--- src/led_pattern_pkg.sv ---
// Shared constants, types and lookups for the LED pattern generator
package led_pattern_pkg;

    // Time base: one phase is 256 steps, each step lasts its duration in ms base ticks
    localparam int CLK_NS = 50;
    localparam int MS_NS = 1000000;
    localparam int STEPS = 256;
    localparam int TICK_CYC = MS_NS / STEPS / CLK_NS;

    // Register offsets
    localparam logic [7:0] ADDR_ENABLE = 8'h01;
    localparam logic [7:0] ADDR_LEVEL1 = 8'h11;
    localparam logic [7:0] ADDR_LEVEL2 = 8'h12;
    localparam logic [7:0] ADDR_LEVEL3 = 8'h13;
    localparam logic [7:0] ADDR_LEVEL4 = 8'h14;
    localparam logic [7:0] ADDR_SHAPE = 8'h15;
    localparam logic [7:0] ADDR_RISE = 8'h16;
    localparam logic [7:0] ADDR_FALL = 8'h17;
    localparam logic [7:0] ADDR_ON = 8'h18;
    localparam logic [7:0] ADDR_OFF = 8'h19;
    localparam logic [7:0] ADDR_PULSE = 8'h1a;
    localparam logic [7:0] ADDR_MASK12 = 8'h1b;
    localparam logic [7:0] ADDR_MASK34 = 8'h1c;
    localparam logic [7:0] ADDR_STATUS = 8'h1d;
    localparam logic [7:0] ADDR_AUDIO = 8'h43;

    // Reset values and field limits
    localparam logic [3:0] SPEED_RST = 4'h8;
    localparam logic [2:0] SKIP_MAX = 3'h4;
    localparam logic [13:0] ON_UNIT_MS = 14'd50;
    localparam logic [7:0] ON_MAX = 8'h54;
    localparam logic [13:0] OFF_UNIT_MS = 14'd80;
    localparam logic [7:0] OFF_MAX = 8'h69;
    localparam logic [13:0] PAUSE_UNIT_MS = 14'd36;
    localparam logic [7:0] LAST_STEP = 8'hff;

    typedef enum logic [5:0] {
        ST_IDLE = 6'h01,
        ST_RISE = 6'h02,
        ST_ON = 6'h04,
        ST_FALL = 6'h08,
        ST_PAUSE = 6'h10,
        ST_OFF = 6'h20
    } phase_type;

    typedef struct packed {
        logic we;
        logic [7:0] addr;
        logic [7:0] wdata;
    } reg_req_type;

    // Timing shared by all four channels
    typedef struct packed {
        logic [3:0] rise_duration;
        logic [3:0] fall_duration;
        logic [7:0] on_code;
        logic [7:0] off_code;
        logic [3:0] pause_duration;
        logic [2:0] pulses;
        logic linear;
    } timing_type;

    // Dim speed code to milliseconds
    function automatic logic [13:0] speed_ms(input logic [3:0] code);
        case (code)
            4'h0: speed_ms = 14'd0;
            4'h1: speed_ms = 14'd120;
            4'h2: speed_ms = 14'd250;
            4'h3: speed_ms = 14'd380;
            4'h4: speed_ms = 14'd510;
            4'h5: speed_ms = 14'd770;
            4'h6: speed_ms = 14'd1000;
            4'h7: speed_ms = 14'd1600;
            4'h8: speed_ms = 14'd2100;
            4'h9: speed_ms = 14'd2600;
            4'ha: speed_ms = 14'd3100;
            4'hb: speed_ms = 14'd4200;
            4'hc: speed_ms = 14'd5200;
            4'hd: speed_ms = 14'd6200;
            4'he: speed_ms = 14'd7300;
            default: speed_ms = 14'd8300;
        endcase
    endfunction : speed_ms

endpackage : led_pattern_pkg

--- src/led_pattern_generator.sv ---
// Four-channel LED pattern generator with frame masking and audio hand-over
// Summary of operation
// - Bits 3..0 at 0x43 pick pattern (0) or audio (1) per channel.
// - Each channel ramps from off to its target over the rise time.
// - Ramps are logarithmic by default; a configuration bit makes them linear.
// - After the on phase each channel dims to off over the fall time.
// - Between ramps each channel holds its target for the on time.
// - After the fall ramp channels stay off, then the cycle restarts.
// - All timing settings are shared; target level, skip setting and audio select are per channel.
// - All channels run the pattern in lockstep from one start instant.
// - Multiple-pulse mode puts a pause between pulses of one cycle.
// - Multiple-pulse mode repeats rise, on, fall per pulse count before off.
// - The pattern forms a frame repeated endlessly while enabled.
// - Each channel has its own skip setting of zero to four frames.
// - Setting N plays one frame, then suppresses the next N frames.
// - Masking works with single and multiple pulses, no timing of its own.
// - A 4-bit dim speed code selects ramp time; resets to 0x08.
// - Shape bit: 0 logarithmic, 1 linear; resets to 0.
`timescale 1ns/100ps
module led_pattern_generator (
    input wire logic clk,
    input wire logic rst_b,
    input wire led_pattern_pkg::reg_req_type reg_req,
    output logic [7:0] reg_rdata,
    input wire logic [3:0][7:0] audio_level,
    output logic [7:0] led_channel_1,
    output logic [7:0] led_channel_2,
    output logic [7:0] led_channel_3,
    output logic [7:0] led_channel_4
);

    // Brightness curve; the log form is a piecewise exponential, cheap in gates
    function automatic logic [7:0] curve(input logic [7:0] s, input logic lin);
        logic [12:0] e;
        e = 13'({1'b1, s[4:0]}) << s[7:5];
        curve = lin ? s : 8'((e >> 5) - 13'd1);
    endfunction : curve

    // Hold time from a code, clamped to the legal range
    function automatic logic [13:0] hold_ms(input logic [7:0] code, input logic [7:0] lim,
                                            input logic [13:0] unit);
        logic [7:0] c;
        c = (code == 8'h00) ? 8'h01 : ((code > lim) ? lim : code);
        hold_ms = 14'(c * unit);
    endfunction : hold_ms

    // Register storage
    logic enable_ff;
    logic [3:0][7:0] level_ff;
    led_pattern_pkg::timing_type tim_ff;
    logic [3:0][2:0] skip_ff;
    logic [7:0] audio_sel_ff;
    logic [7:0] rdata_ff;

    // Sequencer state
    led_pattern_pkg::phase_type phase_ff;
    led_pattern_pkg::phase_type nxt_phase;
    logic [6:0] tick_cnt_ff;
    logic [13:0] sub_ff;
    logic [7:0] step_ff;
    logic [2:0] pulse_ff;
    logic [3:0][2:0] mask_cnt_ff;
    logic [3:0][7:0] led_ff;

    // Per-channel hand-over to the audio path, gathered for the channel loop
    wire ch1_sound_sync_sel = audio_sel_ff[0];
    wire ch2_sound_sync_sel = audio_sel_ff[1];
    wire ch3_sound_sync_sel = audio_sel_ff[2];
    wire ch4_sound_sync_sel = audio_sel_ff[3];
    wire [3:0] sound_sync_sel = {ch4_sound_sync_sel, ch3_sound_sync_sel, ch2_sound_sync_sel,
                                 ch1_sound_sync_sel};

    // Register write; no side effects besides storage
    always_ff @(posedge clk) begin
        if (!rst_b) begin
            enable_ff <= 1'b0;
            level_ff <= '0;
            tim_ff <= '0;
            tim_ff.rise_duration <= led_pattern_pkg::SPEED_RST;
            tim_ff.fall_duration <= led_pattern_pkg::SPEED_RST;
            tim_ff.linear <= 1'b0;
            skip_ff <= '0;
            audio_sel_ff <= 8'h00;
        end else if (reg_req.we) begin
            case (reg_req.addr)
                led_pattern_pkg::ADDR_ENABLE: enable_ff <= reg_req.wdata[0];
                led_pattern_pkg::ADDR_LEVEL1: level_ff[0] <= reg_req.wdata;
                led_pattern_pkg::ADDR_LEVEL2: level_ff[1] <= reg_req.wdata;
                led_pattern_pkg::ADDR_LEVEL3: level_ff[2] <= reg_req.wdata;
                led_pattern_pkg::ADDR_LEVEL4: level_ff[3] <= reg_req.wdata;
                led_pattern_pkg::ADDR_SHAPE: tim_ff.linear <= reg_req.wdata[1];
                led_pattern_pkg::ADDR_RISE: tim_ff.rise_duration <= reg_req.wdata[7:4];
                led_pattern_pkg::ADDR_FALL: tim_ff.fall_duration <= reg_req.wdata[3:0];
                led_pattern_pkg::ADDR_ON: tim_ff.on_code <= reg_req.wdata;
                led_pattern_pkg::ADDR_OFF: tim_ff.off_code <= reg_req.wdata;
                led_pattern_pkg::ADDR_PULSE: begin
                    tim_ff.pause_duration <= reg_req.wdata[3:0];
                    tim_ff.pulses <= reg_req.wdata[6:4];
                end
                led_pattern_pkg::ADDR_MASK12: skip_ff[1:0] <= {reg_req.wdata[6:4],
                                                                reg_req.wdata[2:0]};
                led_pattern_pkg::ADDR_MASK34: skip_ff[3:2] <= {reg_req.wdata[6:4],
                                                                reg_req.wdata[2:0]};
                led_pattern_pkg::ADDR_AUDIO: audio_sel_ff <= {4'h0, reg_req.wdata[3:0]};
                default: ;
            endcase
        end
    end

    // Read decode; upper bits of the select register read as zero
    wire [7:0] rd_val =
        (reg_req.addr == led_pattern_pkg::ADDR_ENABLE) ? {7'h00, enable_ff} :
        (reg_req.addr == led_pattern_pkg::ADDR_LEVEL1) ? level_ff[0] :
        (reg_req.addr == led_pattern_pkg::ADDR_LEVEL2) ? level_ff[1] :
        (reg_req.addr == led_pattern_pkg::ADDR_LEVEL3) ? level_ff[2] :
        (reg_req.addr == led_pattern_pkg::ADDR_LEVEL4) ? level_ff[3] :
        (reg_req.addr == led_pattern_pkg::ADDR_SHAPE) ? {6'h00, tim_ff.linear, 1'b0} :
        (reg_req.addr == led_pattern_pkg::ADDR_RISE) ? {tim_ff.rise_duration, 4'h0} :
        (reg_req.addr == led_pattern_pkg::ADDR_FALL) ? {4'h0, tim_ff.fall_duration} :
        (reg_req.addr == led_pattern_pkg::ADDR_ON) ? tim_ff.on_code :
        (reg_req.addr == led_pattern_pkg::ADDR_OFF) ? tim_ff.off_code :
        (reg_req.addr == led_pattern_pkg::ADDR_PULSE) ?
            {1'b0, tim_ff.pulses, tim_ff.pause_duration} :
        (reg_req.addr == led_pattern_pkg::ADDR_MASK12) ?
            {1'b0, skip_ff[1], 1'b0, skip_ff[0]} :
        (reg_req.addr == led_pattern_pkg::ADDR_MASK34) ?
            {1'b0, skip_ff[3], 1'b0, skip_ff[2]} :
        (reg_req.addr == led_pattern_pkg::ADDR_STATUS) ? {2'b00, phase_ff} :
        (reg_req.addr == led_pattern_pkg::ADDR_AUDIO) ? audio_sel_ff : 8'h00;

    always_ff @(posedge clk) begin
        if (!rst_b) begin
            rdata_ff <= 8'h00;
        end else begin
            rdata_ff <= rd_val;
        end
    end

    assign reg_rdata = rdata_ff;

    // Base tick: one 256th of a millisecond
    wire tick = (tick_cnt_ff == 7'(led_pattern_pkg::TICK_CYC - 1));

    always_ff @(posedge clk) begin
        if (!rst_b || tick) begin
            tick_cnt_ff <= 7'h00;
        end else begin
            tick_cnt_ff <= tick_cnt_ff + 7'h01;
        end
    end

    // Duration of the current phase in ms, one set of timing for all channels
    wire [13:0] dur_ms =
        (phase_ff == led_pattern_pkg::ST_RISE) ? led_pattern_pkg::speed_ms(tim_ff.rise_duration) :
        (phase_ff == led_pattern_pkg::ST_FALL) ? led_pattern_pkg::speed_ms(tim_ff.fall_duration) :
        (phase_ff == led_pattern_pkg::ST_ON) ?
            hold_ms(tim_ff.on_code, led_pattern_pkg::ON_MAX, led_pattern_pkg::ON_UNIT_MS) :
        (phase_ff == led_pattern_pkg::ST_OFF) ?
            hold_ms(tim_ff.off_code, led_pattern_pkg::OFF_MAX, led_pattern_pkg::OFF_UNIT_MS) :
        (phase_ff == led_pattern_pkg::ST_PAUSE) ?
            14'(tim_ff.pause_duration * led_pattern_pkg::PAUSE_UNIT_MS) : 14'd0;

    // A step ends after dur_ms ticks; 256 steps make the phase
    wire sub_last = (sub_ff >= dur_ms - 14'd1);
    wire step_end = tick && sub_last;
    wire phase_end = (dur_ms == 14'd0) ||
                     (step_end && step_ff == led_pattern_pkg::LAST_STEP);
    wire more_pulses = (pulse_ff < tim_ff.pulses);
    wire frame_end = (phase_ff == led_pattern_pkg::ST_OFF) && phase_end;

    // Phase order: rise, on, fall, then pause and repeat or off
    always_comb begin
        nxt_phase = phase_ff;
        if (!enable_ff) begin
            nxt_phase = led_pattern_pkg::ST_IDLE;
        end else begin
            case (phase_ff)
                led_pattern_pkg::ST_IDLE: nxt_phase = led_pattern_pkg::ST_RISE;
                led_pattern_pkg::ST_RISE:
                    if (phase_end) nxt_phase = led_pattern_pkg::ST_ON;
                led_pattern_pkg::ST_ON:
                    if (phase_end) nxt_phase = led_pattern_pkg::ST_FALL;
                led_pattern_pkg::ST_FALL:
                    if (phase_end) nxt_phase = more_pulses ? led_pattern_pkg::ST_PAUSE
                                                           : led_pattern_pkg::ST_OFF;
                led_pattern_pkg::ST_PAUSE:
                    if (phase_end) nxt_phase = led_pattern_pkg::ST_RISE;
                led_pattern_pkg::ST_OFF:
                    if (phase_end) nxt_phase = led_pattern_pkg::ST_RISE;
                default: nxt_phase = led_pattern_pkg::ST_IDLE;
            endcase
        end
    end

    wire phase_chg = (nxt_phase != phase_ff);
    wire [13:0] nxt_sub = (phase_chg || step_end) ? 14'd0 : (tick ? sub_ff + 14'd1 : sub_ff);
    wire [7:0] nxt_step = phase_chg ? 8'h00 : (step_end ? step_ff + 8'h01 : step_ff);
    // Pulse count must survive on and fall, or the last pulse never reaches off
    wire [2:0] nxt_pulse = (phase_ff == led_pattern_pkg::ST_PAUSE && phase_chg) ?
                           pulse_ff + 3'h1 :
                           ((phase_ff == led_pattern_pkg::ST_IDLE ||
                             phase_ff == led_pattern_pkg::ST_OFF) ? 3'h0 : pulse_ff);

    // Sequencer registers
    always_ff @(posedge clk) begin
        if (!rst_b) begin
            phase_ff <= led_pattern_pkg::ST_IDLE;
            sub_ff <= 14'd0;
            step_ff <= 8'h00;
            pulse_ff <= 3'h0;
        end else begin
            phase_ff <= nxt_phase;
            sub_ff <= nxt_sub;
            step_ff <= nxt_step;
            pulse_ff <= nxt_pulse;
        end
    end

    // Shared brightness fraction; fall runs the curve backwards
    wire [7:0] pat =
        (phase_ff == led_pattern_pkg::ST_RISE) ? curve(step_ff, tim_ff.linear) :
        (phase_ff == led_pattern_pkg::ST_ON) ? led_pattern_pkg::LAST_STEP :
        (phase_ff == led_pattern_pkg::ST_FALL) ? curve(~step_ff, tim_ff.linear) : 8'h00;
    wire [8:0] pat_p1 = {1'b0, pat} + 9'h001;

    // Per-channel mask counters and output levels
    genvar ch;
    generate
        for (ch = 0; ch < 4; ch++) begin : g_ch
            wire [2:0] skip = (skip_ff[ch] > led_pattern_pkg::SKIP_MAX) ?
                              led_pattern_pkg::SKIP_MAX : skip_ff[ch];
            wire play = (mask_cnt_ff[ch] == 3'h0);
            wire [16:0] prod = level_ff[ch] * pat_p1;
            wire [7:0] scaled = prod[15:8];
            // Counter wraps after N skipped frames, so play one and drop N
            wire [2:0] nxt_cnt = (phase_ff == led_pattern_pkg::ST_IDLE) ? 3'h0 :
                                 (!frame_end) ? mask_cnt_ff[ch] :
                                 (mask_cnt_ff[ch] >= skip) ? 3'h0 :
                                 mask_cnt_ff[ch] + 3'h1;
            // Audio select overrides everything; pattern timing keeps running
            wire [7:0] nxt_led = sound_sync_sel[ch] ? audio_level[ch] :
                                 (play ? scaled : 8'h00);
            always_ff @(posedge clk) begin
                if (!rst_b) begin
                    mask_cnt_ff[ch] <= 3'h0;
                    led_ff[ch] <= 8'h00;
                end else begin
                    mask_cnt_ff[ch] <= nxt_cnt;
                    led_ff[ch] <= nxt_led;
                end
            end
        end
    endgenerate

    assign led_channel_1 = led_ff[0];
    assign led_channel_2 = led_ff[1];
    assign led_channel_3 = led_ff[2];
    assign led_channel_4 = led_ff[3];
endmodule : led_pattern_generator

--- config.mk ---
export PLATFORM = sky130hd
export DESIGN_NAME = led_pattern_generator
export DESIGN_NICKNAME = d
export VERILOG_FILES = /design/src/led_pattern_pkg.sv /design/src/led_pattern_generator.sv
export SDC_FILE = /design/constraint.sdc
export NUM_CORES = 1
export LEC_CHECK = 0
export ABC_AREA = 1
export BUFFER_PORTS_ARGS = -buffer_cell sky130_fd_sc_hd__buf_2
export CORE_MARGIN = 2
export CORE_UTILIZATION = 58
export DETAILED_ROUTE_END_ITERATION = 16
export GPL_TIMING_DRIVEN = 0
export PLACE_DENSITY = 0.79
export SYNTH_ARGS = -nofsm -noshare
export SYNTH_HDL_FRONTEND = slang
export SYNTH_SLANG_ARGS = --single-unit
--- constraint.sdc ---
create_clock -name clk -period 6.5 [get_ports clk]
set_input_delay 0 -clock clk [delete_from_list [all_inputs] [get_ports clk]]
set_output_delay 0 -clock clk [all_outputs]
set_load 0.01 [all_outputs]
==> flow_summary.json <==
{
  "worstPathRequired_ns": 6.90,
  "clock_path_buffers": 2,
  "area_growth_syn_to_layout_pct": 18.2,
  "p_sw_share_pct": 26.4,
  "hold_path_class": "primary input to register",
  "regArea_um2": 3960,
  "hold_viol": 0,
  "ys_types": 66,
  "min_period_ns": 6.73,
  "core.rowCount": 68,
  "core_area_um2": 34500,
  "die_x_um": 191,
  "p_sw_mw": 0.649,
  "relSlewSlack_pct": 21.4,
  "fin_skew_ns": 0.0235,
  "status": "finished, violations left",
  "crit_type": "register to register",
  "p_total_mw": 2.45,
  "first_global_vias": 19768,
  "setup_viol": 21,
  "async_reset_ff_share_pct": 0,
  "rsz0062_at_grt": "true",
  "fp.dieH_um": 191,
  "post-route-util_pct": 69.6,
  "synth_top_cell_by_area": "dfxtp_1",
  "dp_hpwl_um": 47600,
  "grt_max_degree": 19,
  "yosysWarnings": 0,
  "p_comb_share_pct": 5.2,
  "final.setup.worst_slack_ns": -0.231,
  "avgViaCountPerCell": 5.75,
  "final_layout_size_suffix_gt1_share_pct": 14.9,
  "crit_path_top_delay_cell": "fa_1",
  "ios": 91,
  "multi_input_area_um2": 14800,
  "fillCellCount": 2859,
  "pwr_density_cell_nw_per_um2": 102,
  "place_inst": 3412,
  "violations": "setup timing",
  "hold-worst-slack_ns": 0.0233,
  "totalWireLength_um": 64800,
  "grt_pass1_wl_um": 99500,
  "initial_core_util_pct": 58.9,
  "fmax_mhz": 149,
  "synth_edf_count": 0,
  "slew_viol_final": 0,
  "h-tree-depth": 4,
  "io_buffers": 85,
  "initialDrtViolationCount": 2137,
  "clkPwrFrac_pct": 45.4,
  "min_period_over_period_pct": 104,
  "drt-pass1-iter-count": 10,
  "crit_path_frequent_cell": "nand2_2",
  "synth.most_common_cell": "nand2_1",
  "wl_per_cell_um": 18.2,
  "antenna_found_initial": 5,
  "die-area_um2": 36600,
  "cts_tree": "yes",
  "netlist_area_um2": 20300,
  "end_kind": "register",
  "num_vias": 20500,
  "synth.avg_cell_area_um2": 7.09,
  "peakVddDrop_uv": 208,
  "numCtsBuffers": 17,
  "cts_root_buf": "clkbuf_16",
  "max_stage_delay_ns": 0.55,
  "cts.sinks": 197,
  "globalRouteTotalUtil_pct": 35.0,
  "clkSlewWorstSetupHoldPaths_ns": 0.10,
  "grt.overflow.total": 0,
  "crit_arrival_ns": 7.13,
  "crit_path_start_kind": "register",
  "synth-seq-area-share_pct": 19.4,
  "post-route-drc-count": 0,
  "yosysTopAreaCellShare_pct": 19.4,
  "layout.nets": 3533,
  "synthFlopType": "dfxtp_1",
  "maxCapViolations": 0,
  "ys_ff_latch": 197,
  "place_congestion": 0.996,
  "p_leak_nw": 11.7,
  "yosys-top-cells-count": "636 x nand2_1, 515 x inv_1, 262 x nor2_1",
  "clk_latency_ns": 0.49,
  "worst_slew_pin_slew_ns": 1.18,
  "netlist_instances": 2870,
  "p_seq_share_pct": 49.4,
  "final.setup.tns_ns": -1.59,
  "ant_nets": 0,
  "synthTopCellsByArea": "dfxtp_1 19%, fa_1 16%, ha_1 14%",
  "critPathMaxFanout": 10,
  "instances_no_fill": 3564,
  "cellInternalPower_mw": 1.80
}
## power by group through the flow
stage | registers [mW] | logic [mW] | clock network [mW]
detailed placement | 1.24 | 0.0985 | 0
finish | 1.21 | 0.127 | 1.11
global placement | 1.24 | 0.0964 | 0
global route | 1.21 | 0.135 | 1.16
CTS | 1.21 | 0.118 | 1.10
floorplan | 1.24 | 0.0494 | 0
## timing repair
item                                   4_1_cts  5_1_grt
endpoints found under the hold margin       48        0
gates cloned                                 2        2
gates resized for setup                    170      144
hold buffers                                40        0
pin swaps                                   73       98
setup endpoints to repair                   74       69
setup buffers                               41       33
## logic make-up after synthesis
family	count (synthesis)	synth area share (%)
DFF	197	19.4
and+or+nand+nor	1175	24.5
xor gates and xnor gates	42	1.81
AOI/OAI and AO/OA	448	12.4
other	2	0.0369
adders and majority gates	391	30.1
buffers and inverters	615	11.7
## area by class of cell
cell class | instances | share of cell area, %
buffer | 87 | 2.44
sequential | 197 | 16.5
clock buffer | 18 | 1.83
antenna | 6 | 0.0625
timing repair buffer | 203 | 6.16
clock inverter | 13 | 0.604
multi-input combinational | 2060 | 61.8
tap | 455 | 2.37
inverter | 525 | 8.31
## cells in the final DEF, fill, tap and decap left out, drive strengths merged, types with 5 or more instances in the layout
cell type    netlist  routed
inv              523     527
dlygate4sd3        0      40
fa               164     164
dfxtp            197     197
diode              0       6
o31ai              5       5
o2111ai            6       6
a31oi              5       5
a21boi            18      18
ha               227     227
a211oi            18      18
xor2              32      32
nand3b             6       6
nand2            643     643
nand4             40      40
o21ai            156     156
nor4               7       7
buf               33     195
or2               19      19
a21oi            196     196
nor2             278     278
o22ai             10      10
xnor2             10      10
o21a               5       5
o211ai             9       9
nor3              33      33
clkinv             2       8
nand3            143     143
clkbuf            57      73
## per-stage QoR
stage          instance area (um2)  worst slack (ns)
6_report                     24000            -0.231
5_1_grt                      24000            -0.500
4_1_cts                      23200           0.00568
3_5_place_dp                 21300             -2.15
3_3_place_gp                 21300             -2.06
2_1_floorplan                20300          -0.00313
## worst max-delay path, delay by kind of cell, from the launching register on
| kind | cells | cell delay (ns) |
|---|---|---|
| compound gates | 4 | 0.73 |
| simple gates | 19 | 1.82 |
| fa+ha+maj | 6 | 2.51 |
| buf+inv | 10 | 1.20 |
| flops | 1 | 0.35 |
## path summary, 6_finish.rpt
check                                    start                to  slack, ns  cells past startpoint
worst min-delay path                reg_req[3]       level_ff[3]       0.02                      3
worst max register to register      step_ff[5]  led_channel_3[7]      -0.23                     39
worst min register to register  tick_cnt_ff[0]    tick_cnt_ff[0]       0.48                      1
worst max-delay path                step_ff[5]  led_channel_3[7]      -0.23                     39
## layer usage
metal	wire length, um	part of all wire (%)	track usage, %
met2	30700	47	58.7
met3	6020	9.3	7.49
met5	0	0	0
met4	3470	5.4	18.2
met1	24700	38	42.1
(Power assumes the default switching activity.)
